<file path="src/shared/asrc_defines.vh">
`ifndef ASRC_DEFINES_VH
`define ASRC_DEFINES_VH

// ----------------------------------------
// Timing
// ----------------------------------------
`define ASRC_CLK_KHZ 40000
`define ASRC_INIT_MS 500
`define ASRC_RST_MIN_NS 500

// ----------------------------------------
// Register byte offsets
// ----------------------------------------
`define ASRC_REG_CTRL_A 4'h0
`define ASRC_REG_STAT_A 4'h4
`define ASRC_REG_CTRL_B 4'h8
`define ASRC_REG_STAT_B 4'hc

// ----------------------------------------
// Control fields and reset value
// ----------------------------------------
`define ASRC_CTRL_RST 24'h000000
`define ASRC_F_ROLE_LO 0
`define ASRC_F_BYPASS 3
`define ASRC_F_RUN_N 4
`define ASRC_F_MUTE 5
`define ASRC_F_DDN 6
`define ASRC_F_OWL_LO 8
`define ASRC_F_ATT_LO 16

// ----------------------------------------
// Codes and limits
// ----------------------------------------
`define ASRC_ROLE_SLAVE 3'h0
`define ASRC_OWL_24 2'h0
`define ASRC_MUTE_LEVEL 8'hff
`define ASRC_GAIN_RST 8'hff
`define ASRC_BITS_PER_HALF 5'h1f
`define ASRC_PERIOD_MAX 16'hffff

`endif

</file>
<file path="src/design/asrc_port_ctrl.v">
// Operation
// - Two stereo sections, independent settings each
// - Ratio 16:1 to 1:16, rates to 212kHz
// - Word lengths 24, 20, 18, 16 bits
// - Slave port: word and bit clock inputs
// - Master port clocks derived from section reference
// - Never both ports master at once
// - Codes 000 and 100: both ports slave
// - 001/010/011: output master, 128/512/256 fs
// - 101/110/111: input master, 128/512/256 fs
// - Role from pins or control register field
// - Role field resets to both slave
// - Slave-only reference free, at most 50MHz
// - Rate estimator compares word clocks and reference
// - Direct downsampling only when output rate higher
// - One reset reinitialises both sections
// - Writes ignored for 500ms after reset
// - Reset low holds hard power-down
// - Run bit 0 puts section in power-down
// - Registers stay accessible during soft power-down
// - Run bits reset to 0 in both banks
// - Attenuation 0.5dB steps, ramped soft mute
// - Bypass routes input data to output port
// - Software mode ignores hardware config pins except the bypass pins
//
// The Avalon-MM register port and the placing of the registers were chosen for this implementation.
`timescale 1ns/1ps
`include "asrc_defines.vh"

module asrc_port_ctrl #(
  parameter [24:0] INIT_CYCLES = `ASRC_INIT_MS * `ASRC_CLK_KHZ
) (
  // Clock and reset
  input wire mclk,
  input wire reset_n,
  // Control mode select
  input wire control_mode_sel,
  // Avalon-MM slave
  input wire [3:0] avs_address,
  input wire avs_read,
  input wire avs_write,
  input wire [31:0] avs_writedata,
  output reg [31:0] avs_readdata,
  output reg avs_waitrequest,
  // Reference clocks
  input wire ref_clock_sect_a,
  input wire ref_clock_sect_b,
  // Hardware configuration pins, bit 0 is section A
  input wire [2:0] port_role_pin_a,
  input wire [2:0] port_role_pin_b,
  input wire [1:0] bypass_pin,
  input wire [1:0] mute_pin,
  input wire [1:0] direct_down_pin,
  // Input port clocks
  input wire [1:0] input_word_clock_in,
  output wire [1:0] input_word_clock_out,
  output wire [1:0] input_word_clock_oe,
  input wire [1:0] input_bit_clock_in,
  output wire [1:0] input_bit_clock_out,
  output wire [1:0] input_bit_clock_oe,
  // Output port clocks
  input wire [1:0] output_word_clock_in,
  output wire [1:0] output_word_clock_out,
  output wire [1:0] output_word_clock_oe,
  input wire [1:0] output_bit_clock_in,
  output wire [1:0] output_bit_clock_out,
  output wire [1:0] output_bit_clock_oe,
  // Serial audio data
  input wire [1:0] sdata_in,
  output wire [1:0] sdata_out,
  // Conversion core side
  input wire [1:0] conv_sdata,
  output wire [1:0] sect_run,
  output wire [1:0] sect_ready,
  output wire [1:0] bypass_active,
  output wire [1:0] direct_down_sel,
  output wire [3:0] word_length_code,
  output wire [15:0] gain_level,
  output wire [31:0] in_period,
  output wire [31:0] out_period
);

  // ----------------------------------------
  // Functions
  // ----------------------------------------
  // Reference edges per half bit clock
  function [2:0] half_count;
    input [1:0] rate;
    begin
      case (rate)
        2'h1: half_count = 3'h1;
        2'h3: half_count = 3'h2;
        2'h2: half_count = 3'h4;
        default: half_count = 3'h1;
      endcase
    end
  endfunction

  // ----------------------------------------
  // Mode select synchroniser
  // ----------------------------------------
  reg mode_s1;
  reg mode_s2;
  wire hw_mode;

  always @(posedge mclk) begin
    if (!reset_n) begin
      mode_s1 <= 1'b0;
      mode_s2 <= 1'b0;
    end else begin
      mode_s1 <= control_mode_sel;
      mode_s2 <= mode_s1;
    end
  end

  assign hw_mode = mode_s2;

  // ----------------------------------------
  // Register bank and bus slave
  // ----------------------------------------
  reg [23:0] ctrl_reg [0:1];
  reg [24:0] init_cnt;
  reg [31:0] rd_word;
  wire init_busy;
  wire [15:0] stat_a;
  wire [15:0] stat_b;

  assign init_busy = (init_cnt != 25'h0);

  always @* begin
    case (avs_address)
      `ASRC_REG_CTRL_A: rd_word = {8'h00, ctrl_reg[0]};
      `ASRC_REG_CTRL_B: rd_word = {8'h00, ctrl_reg[1]};
      `ASRC_REG_STAT_A: rd_word = {16'h0000, stat_a};
      `ASRC_REG_STAT_B: rd_word = {16'h0000, stat_b};
      default: rd_word = 32'h00000000;
    endcase
  end

  always @(posedge mclk) begin
    if (!reset_n) begin
      avs_waitrequest <= 1'b1;
      avs_readdata <= 32'h00000000;
      ctrl_reg[0] <= `ASRC_CTRL_RST;
      ctrl_reg[1] <= `ASRC_CTRL_RST;
      init_cnt <= INIT_CYCLES;
    end else begin
      if (init_busy) begin
        init_cnt <= init_cnt - 25'h1;
      end
      if (!avs_waitrequest) begin
        avs_waitrequest <= 1'b1;
        if (avs_write && !init_busy) begin
          case (avs_address)
            `ASRC_REG_CTRL_A: ctrl_reg[0] <= avs_writedata[23:0];
            `ASRC_REG_CTRL_B: ctrl_reg[1] <= avs_writedata[23:0];
            default: ctrl_reg[0] <= ctrl_reg[0];
          endcase
        end
      end else if (avs_read || avs_write) begin
        avs_waitrequest <= 1'b0;
        avs_readdata <= avs_read ? rd_word : 32'h00000000;
      end
    end
  end

  // ----------------------------------------
  // Per-section pin buses
  // ----------------------------------------
  wire [11:0] pin_bus [0:1];

  assign pin_bus[0] = {ref_clock_sect_a, input_word_clock_in[0], input_bit_clock_in[0],
                       output_word_clock_in[0], output_bit_clock_in[0], sdata_in[0],
                       port_role_pin_a, bypass_pin[0], mute_pin[0], direct_down_pin[0]};
  assign pin_bus[1] = {ref_clock_sect_b, input_word_clock_in[1], input_bit_clock_in[1],
                       output_word_clock_in[1], output_bit_clock_in[1], sdata_in[1],
                       port_role_pin_b, bypass_pin[1], mute_pin[1], direct_down_pin[1]};

  // ----------------------------------------
  // Sections
  // ----------------------------------------
  genvar s;
  generate
    for (s = 0; s < 2; s = s + 1) begin : sect
      reg [11:0] sy1;
      reg [11:0] sy2;
      reg ref_d;
      reg [2:0] hcnt;
      reg [4:0] bcnt;
      reg mbit;
      reg mword;
      reg iw_d;
      reg ow_d;
      reg [15:0] icnt;
      reg [15:0] ocnt;
      reg [15:0] iper;
      reg [15:0] oper;
      reg [7:0] gain;
      reg iwo, ibo, iwoe, iboe, owo, obo, owoe, oboe;
      reg sdo, run_q, rdy_q, byp_q, dds_q, fast_q, rok_q;
      reg [1:0] owl_q;
      wire ref_rise;
      wire [2:0] role;
      wire run, byp, mute, ddn, om, im;
      wire [1:0] owl;
      wire [7:0] att;
      wire [7:0] target;
      wire iw, ow, iw_rise, ow_rise;
      wire fast, rok;

      always @(posedge mclk) begin
        if (!reset_n) begin
          sy1 <= 12'h000;
          sy2 <= 12'h000;
        end else begin
          sy1 <= pin_bus[s];
          sy2 <= sy1;
        end
      end

      // Effective settings
      assign role = hw_mode ? sy2[5:3] : ctrl_reg[s][`ASRC_F_ROLE_LO+2:`ASRC_F_ROLE_LO];
      assign run = hw_mode ? 1'b1 : ctrl_reg[s][`ASRC_F_RUN_N];
      assign byp = sy2[2] | (!hw_mode & ctrl_reg[s][`ASRC_F_BYPASS]);
      assign mute = hw_mode ? sy2[1] : ctrl_reg[s][`ASRC_F_MUTE];
      assign ddn = hw_mode ? sy2[0] : ctrl_reg[s][`ASRC_F_DDN];
      assign owl = hw_mode ? `ASRC_OWL_24 : ctrl_reg[s][`ASRC_F_OWL_LO+1:`ASRC_F_OWL_LO];
      assign att = hw_mode ? 8'h00 : ctrl_reg[s][`ASRC_F_ATT_LO+7:`ASRC_F_ATT_LO];
      assign om = !role[2] && (role[1:0] != 2'h0);
      assign im = role[2] && (role[1:0] != 2'h0);
      assign ref_rise = sy2[11] & !ref_d;

      // Master clock divider from the section reference
      always @(posedge mclk) begin
        if (!reset_n || !run || !(om || im)) begin
          hcnt <= 3'h0;
          bcnt <= 5'h00;
          mbit <= 1'b0;
          mword <= 1'b0;
        end else begin
          if (ref_rise) begin
            if (hcnt == half_count(role[1:0]) - 3'h1) begin
              hcnt <= 3'h0;
              mbit <= !mbit;
              if (mbit) begin
                bcnt <= bcnt + 5'h01;
                if (bcnt == `ASRC_BITS_PER_HALF) begin
                  mword <= !mword;
                end
              end
            end else begin
              hcnt <= hcnt + 3'h1;
            end
          end
        end
      end

      // Port pin drive
      always @(posedge mclk) begin
        if (!reset_n) begin
          iwo <= 1'b0;
          ibo <= 1'b0;
          iwoe <= 1'b0;
          iboe <= 1'b0;
          owo <= 1'b0;
          obo <= 1'b0;
          owoe <= 1'b0;
          oboe <= 1'b0;
        end else begin
          iwoe <= im;
          iboe <= im;
          owoe <= om;
          oboe <= om;
          iwo <= im & mword;
          ibo <= im & mbit;
          owo <= om & mword;
          obo <= om & mbit;
        end
      end

      // Rate estimator in reference periods
      assign iw = im ? mword : sy2[10];
      assign ow = om ? mword : sy2[8];
      assign iw_rise = iw & !iw_d;
      assign ow_rise = ow & !ow_d;
      assign fast = (oper != 16'h0000) && (oper < iper);
      assign rok = (iper != 16'h0000) && (oper != 16'h0000) &&
                   ({4'h0, iper} <= {oper, 4'h0}) && ({4'h0, oper} <= {iper, 4'h0});

      always @(posedge mclk) begin
        if (!reset_n) begin
          ref_d <= 1'b0;
          iw_d <= 1'b0;
          ow_d <= 1'b0;
          icnt <= 16'h0000;
          ocnt <= 16'h0000;
          iper <= 16'h0000;
          oper <= 16'h0000;
        end else begin
          ref_d <= sy2[11];
          iw_d <= iw;
          ow_d <= ow;
          if (iw_rise) begin
            iper <= icnt;
            icnt <= 16'h0000;
          end else if (ref_rise && icnt != `ASRC_PERIOD_MAX) begin
            icnt <= icnt + 16'h0001;
          end
          if (ow_rise) begin
            oper <= ocnt;
            ocnt <= 16'h0000;
          end else if (ref_rise && ocnt != `ASRC_PERIOD_MAX) begin
            ocnt <= ocnt + 16'h0001;
          end
        end
      end

      // Gain ramp, one 0.5dB step per output frame
      assign target = mute ? `ASRC_MUTE_LEVEL : att;

      always @(posedge mclk) begin
        if (!reset_n) begin
          gain <= `ASRC_GAIN_RST;
        end else if (ow_rise) begin
          if (gain < target) begin
            gain <= gain + 8'h01;
          end else if (gain > target) begin
            gain <= gain - 8'h01;
          end
        end
      end

      // Status, data path and core controls
      always @(posedge mclk) begin
        if (!reset_n) begin
          sdo <= 1'b0;
          run_q <= 1'b0;
          rdy_q <= 1'b0;
          byp_q <= 1'b0;
          dds_q <= 1'b0;
          fast_q <= 1'b0;
          rok_q <= 1'b0;
          owl_q <= `ASRC_OWL_24;
        end else begin
          sdo <= run & (byp ? sy2[6] : conv_sdata[s]);
          run_q <= run;
          rdy_q <= run & rok;
          byp_q <= byp;
          dds_q <= ddn & fast;
          fast_q <= fast;
          rok_q <= rok;
          owl_q <= owl;
        end
      end

      assign input_word_clock_out[s] = iwo;
      assign input_bit_clock_out[s] = ibo;
      assign input_word_clock_oe[s] = iwoe;
      assign input_bit_clock_oe[s] = iboe;
      assign output_word_clock_out[s] = owo;
      assign output_bit_clock_out[s] = obo;
      assign output_word_clock_oe[s] = owoe;
      assign output_bit_clock_oe[s] = oboe;
      assign sdata_out[s] = sdo;
      assign sect_run[s] = run_q;
      assign sect_ready[s] = rdy_q;
      assign bypass_active[s] = byp_q;
      assign direct_down_sel[s] = dds_q;
      assign word_length_code[2*s+1:2*s] = owl_q;
      assign gain_level[8*s+7:8*s] = gain;
      assign in_period[16*s+15:16*s] = iper;
      assign out_period[16*s+15:16*s] = oper;
    end
  endgenerate

  // ----------------------------------------
  // Status words
  // ----------------------------------------
  assign stat_a = {sect[0].gain, hw_mode, sect[0].run_q, sect[0].byp_q, sect[0].dds_q,
                   sect[0].rok_q, sect[0].fast_q, sect[0].rdy_q, init_busy};
  assign stat_b = {sect[1].gain, hw_mode, sect[1].run_q, sect[1].byp_q, sect[1].dds_q,
                   sect[1].rok_q, sect[1].fast_q, sect[1].rdy_q, init_busy};

endmodule

</file>
<file path="config.mk">
export PLATFORM = sky130hd
export DESIGN_NAME = asrc_port_ctrl
export DESIGN_NICKNAME = d
export VERILOG_FILES = /design/src/design/asrc_port_ctrl.v
export VERILOG_INCLUDE_DIRS = /design/src /design/src/shared
export SDC_FILE = /design/constraint.sdc
export NUM_CORES = 1
export LEC_CHECK = 0
export ABC_AREA = 0
export BUFFER_PORTS_ARGS = -buffer_cell sky130_fd_sc_hd__buf_2
export CORE_MARGIN = 4
export CORE_UTILIZATION = 63
export DETAILED_ROUTE_END_ITERATION = 12
export HOLD_SLACK_MARGIN = 0.03
export PLACE_DENSITY = 0.9
export SYNTH_ARGS = -nofsm -noshare
export SYNTH_HDL_FRONTEND = slang
export SYNTH_SLANG_ARGS = --single-unit
</file>
<file path="constraint.sdc">
create_clock -name mclk -period 9.35 [get_ports mclk]
set_input_delay 1.4025 -clock mclk [delete_from_list [all_inputs] [get_ports mclk]]
set_output_delay 1.4025 -clock mclk [all_outputs]
set_load 0.03 [all_outputs]
</file>
* Word level (Yosys, flattened, before mapping)
Memories as Yosys holds them, arrays and structs flattened. Index checks and enable logic that the tools add are counted.
Storage, ports and cells: bits in latches 0, input bits 67, register bits 308, word-level logic and storage cells 251, bits in read-only memories 0, memories 1, memory bits (writable) 48
Cells by class: multipliers 0, muxes and demuxes 52, reductions and logical operators 69, div/mod/pow operators 0, shift-type cells 0, add/subtract/negate cells 15, bitwise logic cells 28, $lt $le $gt $ge 10, equal/unequal tests 15
Memories:
- ctrl_reg | depth 2, width 24, rd ports 2, clocked after Yosys merged registers in 0, write ports 2, line asrc_port_ctrl.v:121 | reg [23:0] ctrl_reg [0:1];
Operators by type and width (count):
- one-hot mux 24 bit (4 select lines) | 1
- less-or-equal comparator 16 x 20 -> 1 bit | 4
- two-way mux 24 bit | 3
- adder 16 x 1 -> 16 bit, second input constant | 4
- two-way mux 8 bit | 8
- inequality test 16 bit, second input constant | 4
- nonzero test 16 bit | 4
- less-than comparator 16 bit | 2
- two-way mux 32 bit | 1
- two-way mux 1 bit | 29
- nonzero test 25 bit | 1
- subtractor 25 x 1 -> 25 bit, second input constant | 1
- two-way mux 3 bit | 8
- AND 1 bit | 22
- zero test 1 bit | 19
- logical AND 1 bit | 17
- adder 8 x 1 -> 8 bit, second input constant | 2
- > comparator 8 bit | 2
- less-than comparator 8 bit | 2
- subtractor 8 x 1 -> 8 bit, second input constant | 2
- one-hot mux 3 bit (2 select lines) | 2
- AND reduction 2 bit | 6
- OR reduction 2 bit | 6
- adder 5 x 1 -> 5 bit, second input constant | 2
- other kinds (14) | 37

* Logic depth before layout (Yosys ltp)
An unclocked memory read counts as a cell.
word-level depth 11, depth in mapped cells 17, mapped depth without buffers 14

* Worst setup path before layout
No wires, ideal clock.
kind input port to flip-flop, start point input avs_address[3], end point memory ctrl_reg[1][0], enable pin, slack 4587 ps, stages on the path 5, data arrival time 4324 ps, buffers on the path 3, setup time 438 ps, cells stage by stage clkbuf_1 buf_1 buf_1 nand2_1 o21ai_0
RTL lines:
- start, declared | line asrc_port_ctrl.v:39 | input wire [3:0] avs_address,
- end, declared | line asrc_port_ctrl.v:121

* Worst setup path after layout
start point register mode_s2, in the netlist hw_mode, end point register sect[0].gain[7]
On the way: word-level cells in the longest chain between the ends 6, elaborated cells on any way between the ends 14, those cells by class 2 x order compare; 6 x mux; 1 x bitwise; 5 x reduce/logical
Ends and longest elaborated chain:
- start, declared | line asrc_port_ctrl.v:103 | reg mode_s2;
- start signal, assigned | line asrc_port_ctrl.v:112 | mode_s2 <= mode_s1;
- branches (longest 6 deep; another with less-than comparator 8 bit)
- end signal, assigned | line asrc_port_ctrl.v:323 | gain <= `ASRC_GAIN_RST;
- end signal, assigned | line asrc_port_ctrl.v:326 | gain <= gain + 8'h01;
- end signal, assigned | line asrc_port_ctrl.v:328 | gain <= gain - 8'h01;
- end, declared | line asrc_port_ctrl.v:198 | reg [7:0] gain;
Several ways; the timed one is not identified. A chain may end at the register's enable or synchronous reset.

==> flow_summary.yaml <==
critical_path:
  critPathTopFamily: "compound AO/OA/AOI/OAI gates"
  cpMaxStageDelayCell: "o41ai_1"
  crit_required_ns: 9.75
  cp.arrival_ns: 4.87
  critPathKind: "reg2reg"
  path_cells: "buf_4, or2_2, o21ai_0, ha_1, nor2b_1, o211ai_1, a21oi_1, or2_2, ha_1, a21oi_1, o211ai_1, o41ai_1, o21ai_0, a211oi_1, mux2_2"
  cp.depth: 15
  rr_worst_depth: 15
  worst-path-buf-inv: 1
  start_kind: "register"
  cpPeakStageDelay_ns: 0.43
  crit_fanout: 17
  crit_path_end_kind: "register"
die:
  die_x_um: 170.1
  die_h_um: 170.1
  core-area_um2: 25980
  dieArea_um2: 28920
  io_pins: 210
  start_util_pct: 63.67
  rows: 59
global_routing:
  grt.total_usage_pct: 28.57
  grt_remaining_overflow: 0
  antenna_found_initial: 0
  grt_pass1_wl_um: 67740
  first_global_vias: 13570
  grt_max_degree: 91
sta:
  slew_violations: 0
  layout_min_cycle_time_ns: 4.471
  fin_crit_sh_pct: 47.82
  relSlewSlack_pct: 15.87
  worst_pin_slew_ns: 1.230
  fin_worst_skew_ns: 0.008960
  max_freq_mhz: 223.6
  tns_ns: 0
  setup_viol: 0
  rsz0062_at_grt: "no"
  hold_viol_final: 0
  setup_slack_ns: 4.879
routing:
  drt_iter0_markers: 1093
  wl_um: 42430
  num_vias: 13630
  ant_nets: 0
  drcViolationCount: 0
  first_pass_iters: 5
  via_per_inst: 6.027
  wl_per_cell_um: 18.76
power_and_ir_drop:
  p_leak_nw: 7.720
  power_density_nw_per_um2: 178.7
  ir_worst_vdd_v: 0.0002135
layout:
  nets: 2090
  final_layout_size_suffix_gt1_share_pct: 14.22
  diodes: 0
  largest_register_ffs: 48
  final_cells: 2262
  area_delta_synth_final_pct: 13.10
clocking:
  clk_pin_slew_worst_paths_ns: 0.06
  htree_num_levels: 2
  clock_latency_ns: 0.51
  cts.path.max_buffers: 3
  cts_tree: "built"
  cts.sinks: 340
  cts_hold_buffers: 0
  cts-root-buf: "clkbuf_16"
  cts_resized: 0
  post_cts_buffers: 0
  cts_inserted_buffers: 35
synthesis:
  ys_seq_area_share_pct: 44.04
  avgSynthCellArea_um2: 9.412
  netlist_area_um2: 16550
  synth_seq_cells: 340
  yosysWarnings: 0
  synth_cell_types: 62
  async_flop_share_pct: 0
  synth_edf_count: 48
  synth_flop_cell: "dfxtp_1"
  netlist_instances: 1758
placement:
  dpl_worst_slack_ns: 5.012
  dpl.cell_count: 2201
  hpwlAfterDp_um: 29950
  gp_congestion: 0.9631
  port_buffers: 189
min_path:
  hold_class: "reg2reg"
  hold_path_depth: 1
job:
  drv_cap: 0
run_status:
  status: "finished, final reports clean"
## worst reg2reg max path, delay by kind of cell (launching register included)
kind            cells  cell delay [ns]
compound gates      8             1.84
buf+inv             1             0.26
flops               1             0.40
simple gates        3             0.93
fa+ha+maj           2             0.56
mux                 1             0.37
## area by class of cell
cell class | instances | area, um2
multi-input combinational | 1264 | 8551
timing repair buffer | 194 | 985.9
sequential | 340 | 7287
fill | 1816 | 7271
tap | 335 | 419.2
inverter | 68 | 255.2
clock inverter | 11 | 190.2
clock buffer | 50 | 1026
## power by group
group          internal, W  total, W  switching (W)  leakage [nW]
Combinational     0.000125  0.000322       0.000197          4.30
Clock             0.000904   0.00147       0.000567         0.596
Sequential         0.00152   0.00155      0.0000332          2.82
Total              0.00255   0.00334       0.000796          7.72
## through the flow
stage | hold WS, ns | utilization, % | cell area (um2) | power (W)
6_report | 0.4308 | 72.02 | 18710 | 0.003345
5_1_grt | 0.4509 | 72.02 | 18710 | 0.003442
4_1_cts | 0.4326 | 72.02 | 18710 | 0.003345
3_5_place_dp | 0.4191 | 67.34 | 17500 | 0.001895
3_3_place_gp | 0.4163 | 67.34 | 17500 | 0.001879
2_1_floorplan | 0.4119 | - | 16570 | 0.001819
## synth_stat cells (all sizes together) (5+ instances only)
library cell / instances / share of area [%]
nor2b: 54 / 2.0
xor2: 54 / 2.9
a221oi: 11 / 0.58
nor4: 28 / 1.1
mux2: 6 / 0.41
or3: 12 / 0.48
nor2: 128 / 3.0
nand3: 59 / 1.8
nand2b: 10 / 0.38
a22oi: 6 / 0.27
a21oi: 54 / 1.6
o21a: 15 / 0.68
ha: 118 / 8.9
or4: 9 / 0.41
and2: 118 / 4.5
or2: 7 / 0.26
xnor2: 39 / 2.1
o31ai: 5 / 0.23
o21ai: 71 / 2.1
inv: 68 / 1.5
o211ai: 13 / 0.59
and4: 9 / 0.48
nand4: 42 / 1.6
a211oi: 10 / 0.45
a21o: 33 / 1.5
a21boi: 36 / 1.6
nand2: 159 / 3.6
edfxtp: 48 / 8.7
mux2i: 71 / 4.3
buf: 50 / 2.0
dfxtp: 292 / 35
and3: 11 / 0.42
nor3: 31 / 0.97
clkbuf: 43 / 0.98
## routing by layer
metal  vias to the layer above  track usage [%]  routed length, um
met2                       573            49.85              20830
met5                         -                0                  0
met4                         0            11.63               1707
li1                       6413                -                  -
met1                      6520            35.37              16930
met3                       126            4.506               2967
## layout by cell type, fill, tap and decap left out, types with 6 or more instances in the layout
| cell | instances |
|---|---|
| nand2_1 | 159 |
| and2_1 | 117 |
| xor2_1 | 54 |
| o21ai_0 | 67 |
| buf_4 | 6 |
| nand2b_1 | 10 |
| nor4_1 | 27 |
| nor2_1 | 124 |
| and4_1 | 9 |
| ha_1 | 118 |
| a21boi_0 | 36 |
| or2_2 | 7 |
| a21oi_1 | 54 |
| nand3_1 | 59 |
| nor2b_1 | 54 |
| nor3_1 | 30 |
| edfxtp_1 | 48 |
| or3_1 | 11 |
| clkbuf_1 | 7 |
| nand4_1 | 41 |
| a21o_1 | 33 |
| buf_2 | 188 |
| a22oi_1 | 6 |
| xnor2_1 | 39 |
| or4_1 | 9 |
| inv_1 | 68 |
| and3_1 | 11 |
| o21a_1 | 15 |
| a211oi_1 | 10 |
| dfxtp_1 | 292 |
| o211ai_1 | 13 |
| mux2i_1 | 71 |
| clkbuf_16 | 37 |
| conb_1 | 8 |
| a221oi_1 | 11 |
| mux2_2 | 6 |
## path summary, 6_finish.rpt
check                 start  slack, ns              end
max                 hw_mode       4.88  sect[0].gain[7]
min          sect[1].sy1[1]       0.43   sect[1].sy2[1]
max reg2reg         hw_mode       4.88  sect[0].gain[7]
min reg2reg  sect[1].sy1[1]       0.43   sect[1].sy2[1]
## cells by family (layout without fill, tap and decap cells)
| logic type | after synthesis | in the layout | synth area share, % |
|---|---|---|---|
| adder cells (fa/ha/maj) | 120 | 120 | 9.165 |
| buffers and inverters | 161 | 323 | 4.567 |
| other | 1 | 8 | 0.02266 |
| AND/OR/NAND/NOR | 684 | 684 | 21.37 |
| multiplexers | 77 | 77 | 4.704 |
| XOR/XNOR | 93 | 93 | 4.923 |
| flip-flops | 340 | 340 | 44.04 |
| AO/OA/AOI/OAI | 282 | 282 | 11.21 |
Power figures use the tool's default switching activity.
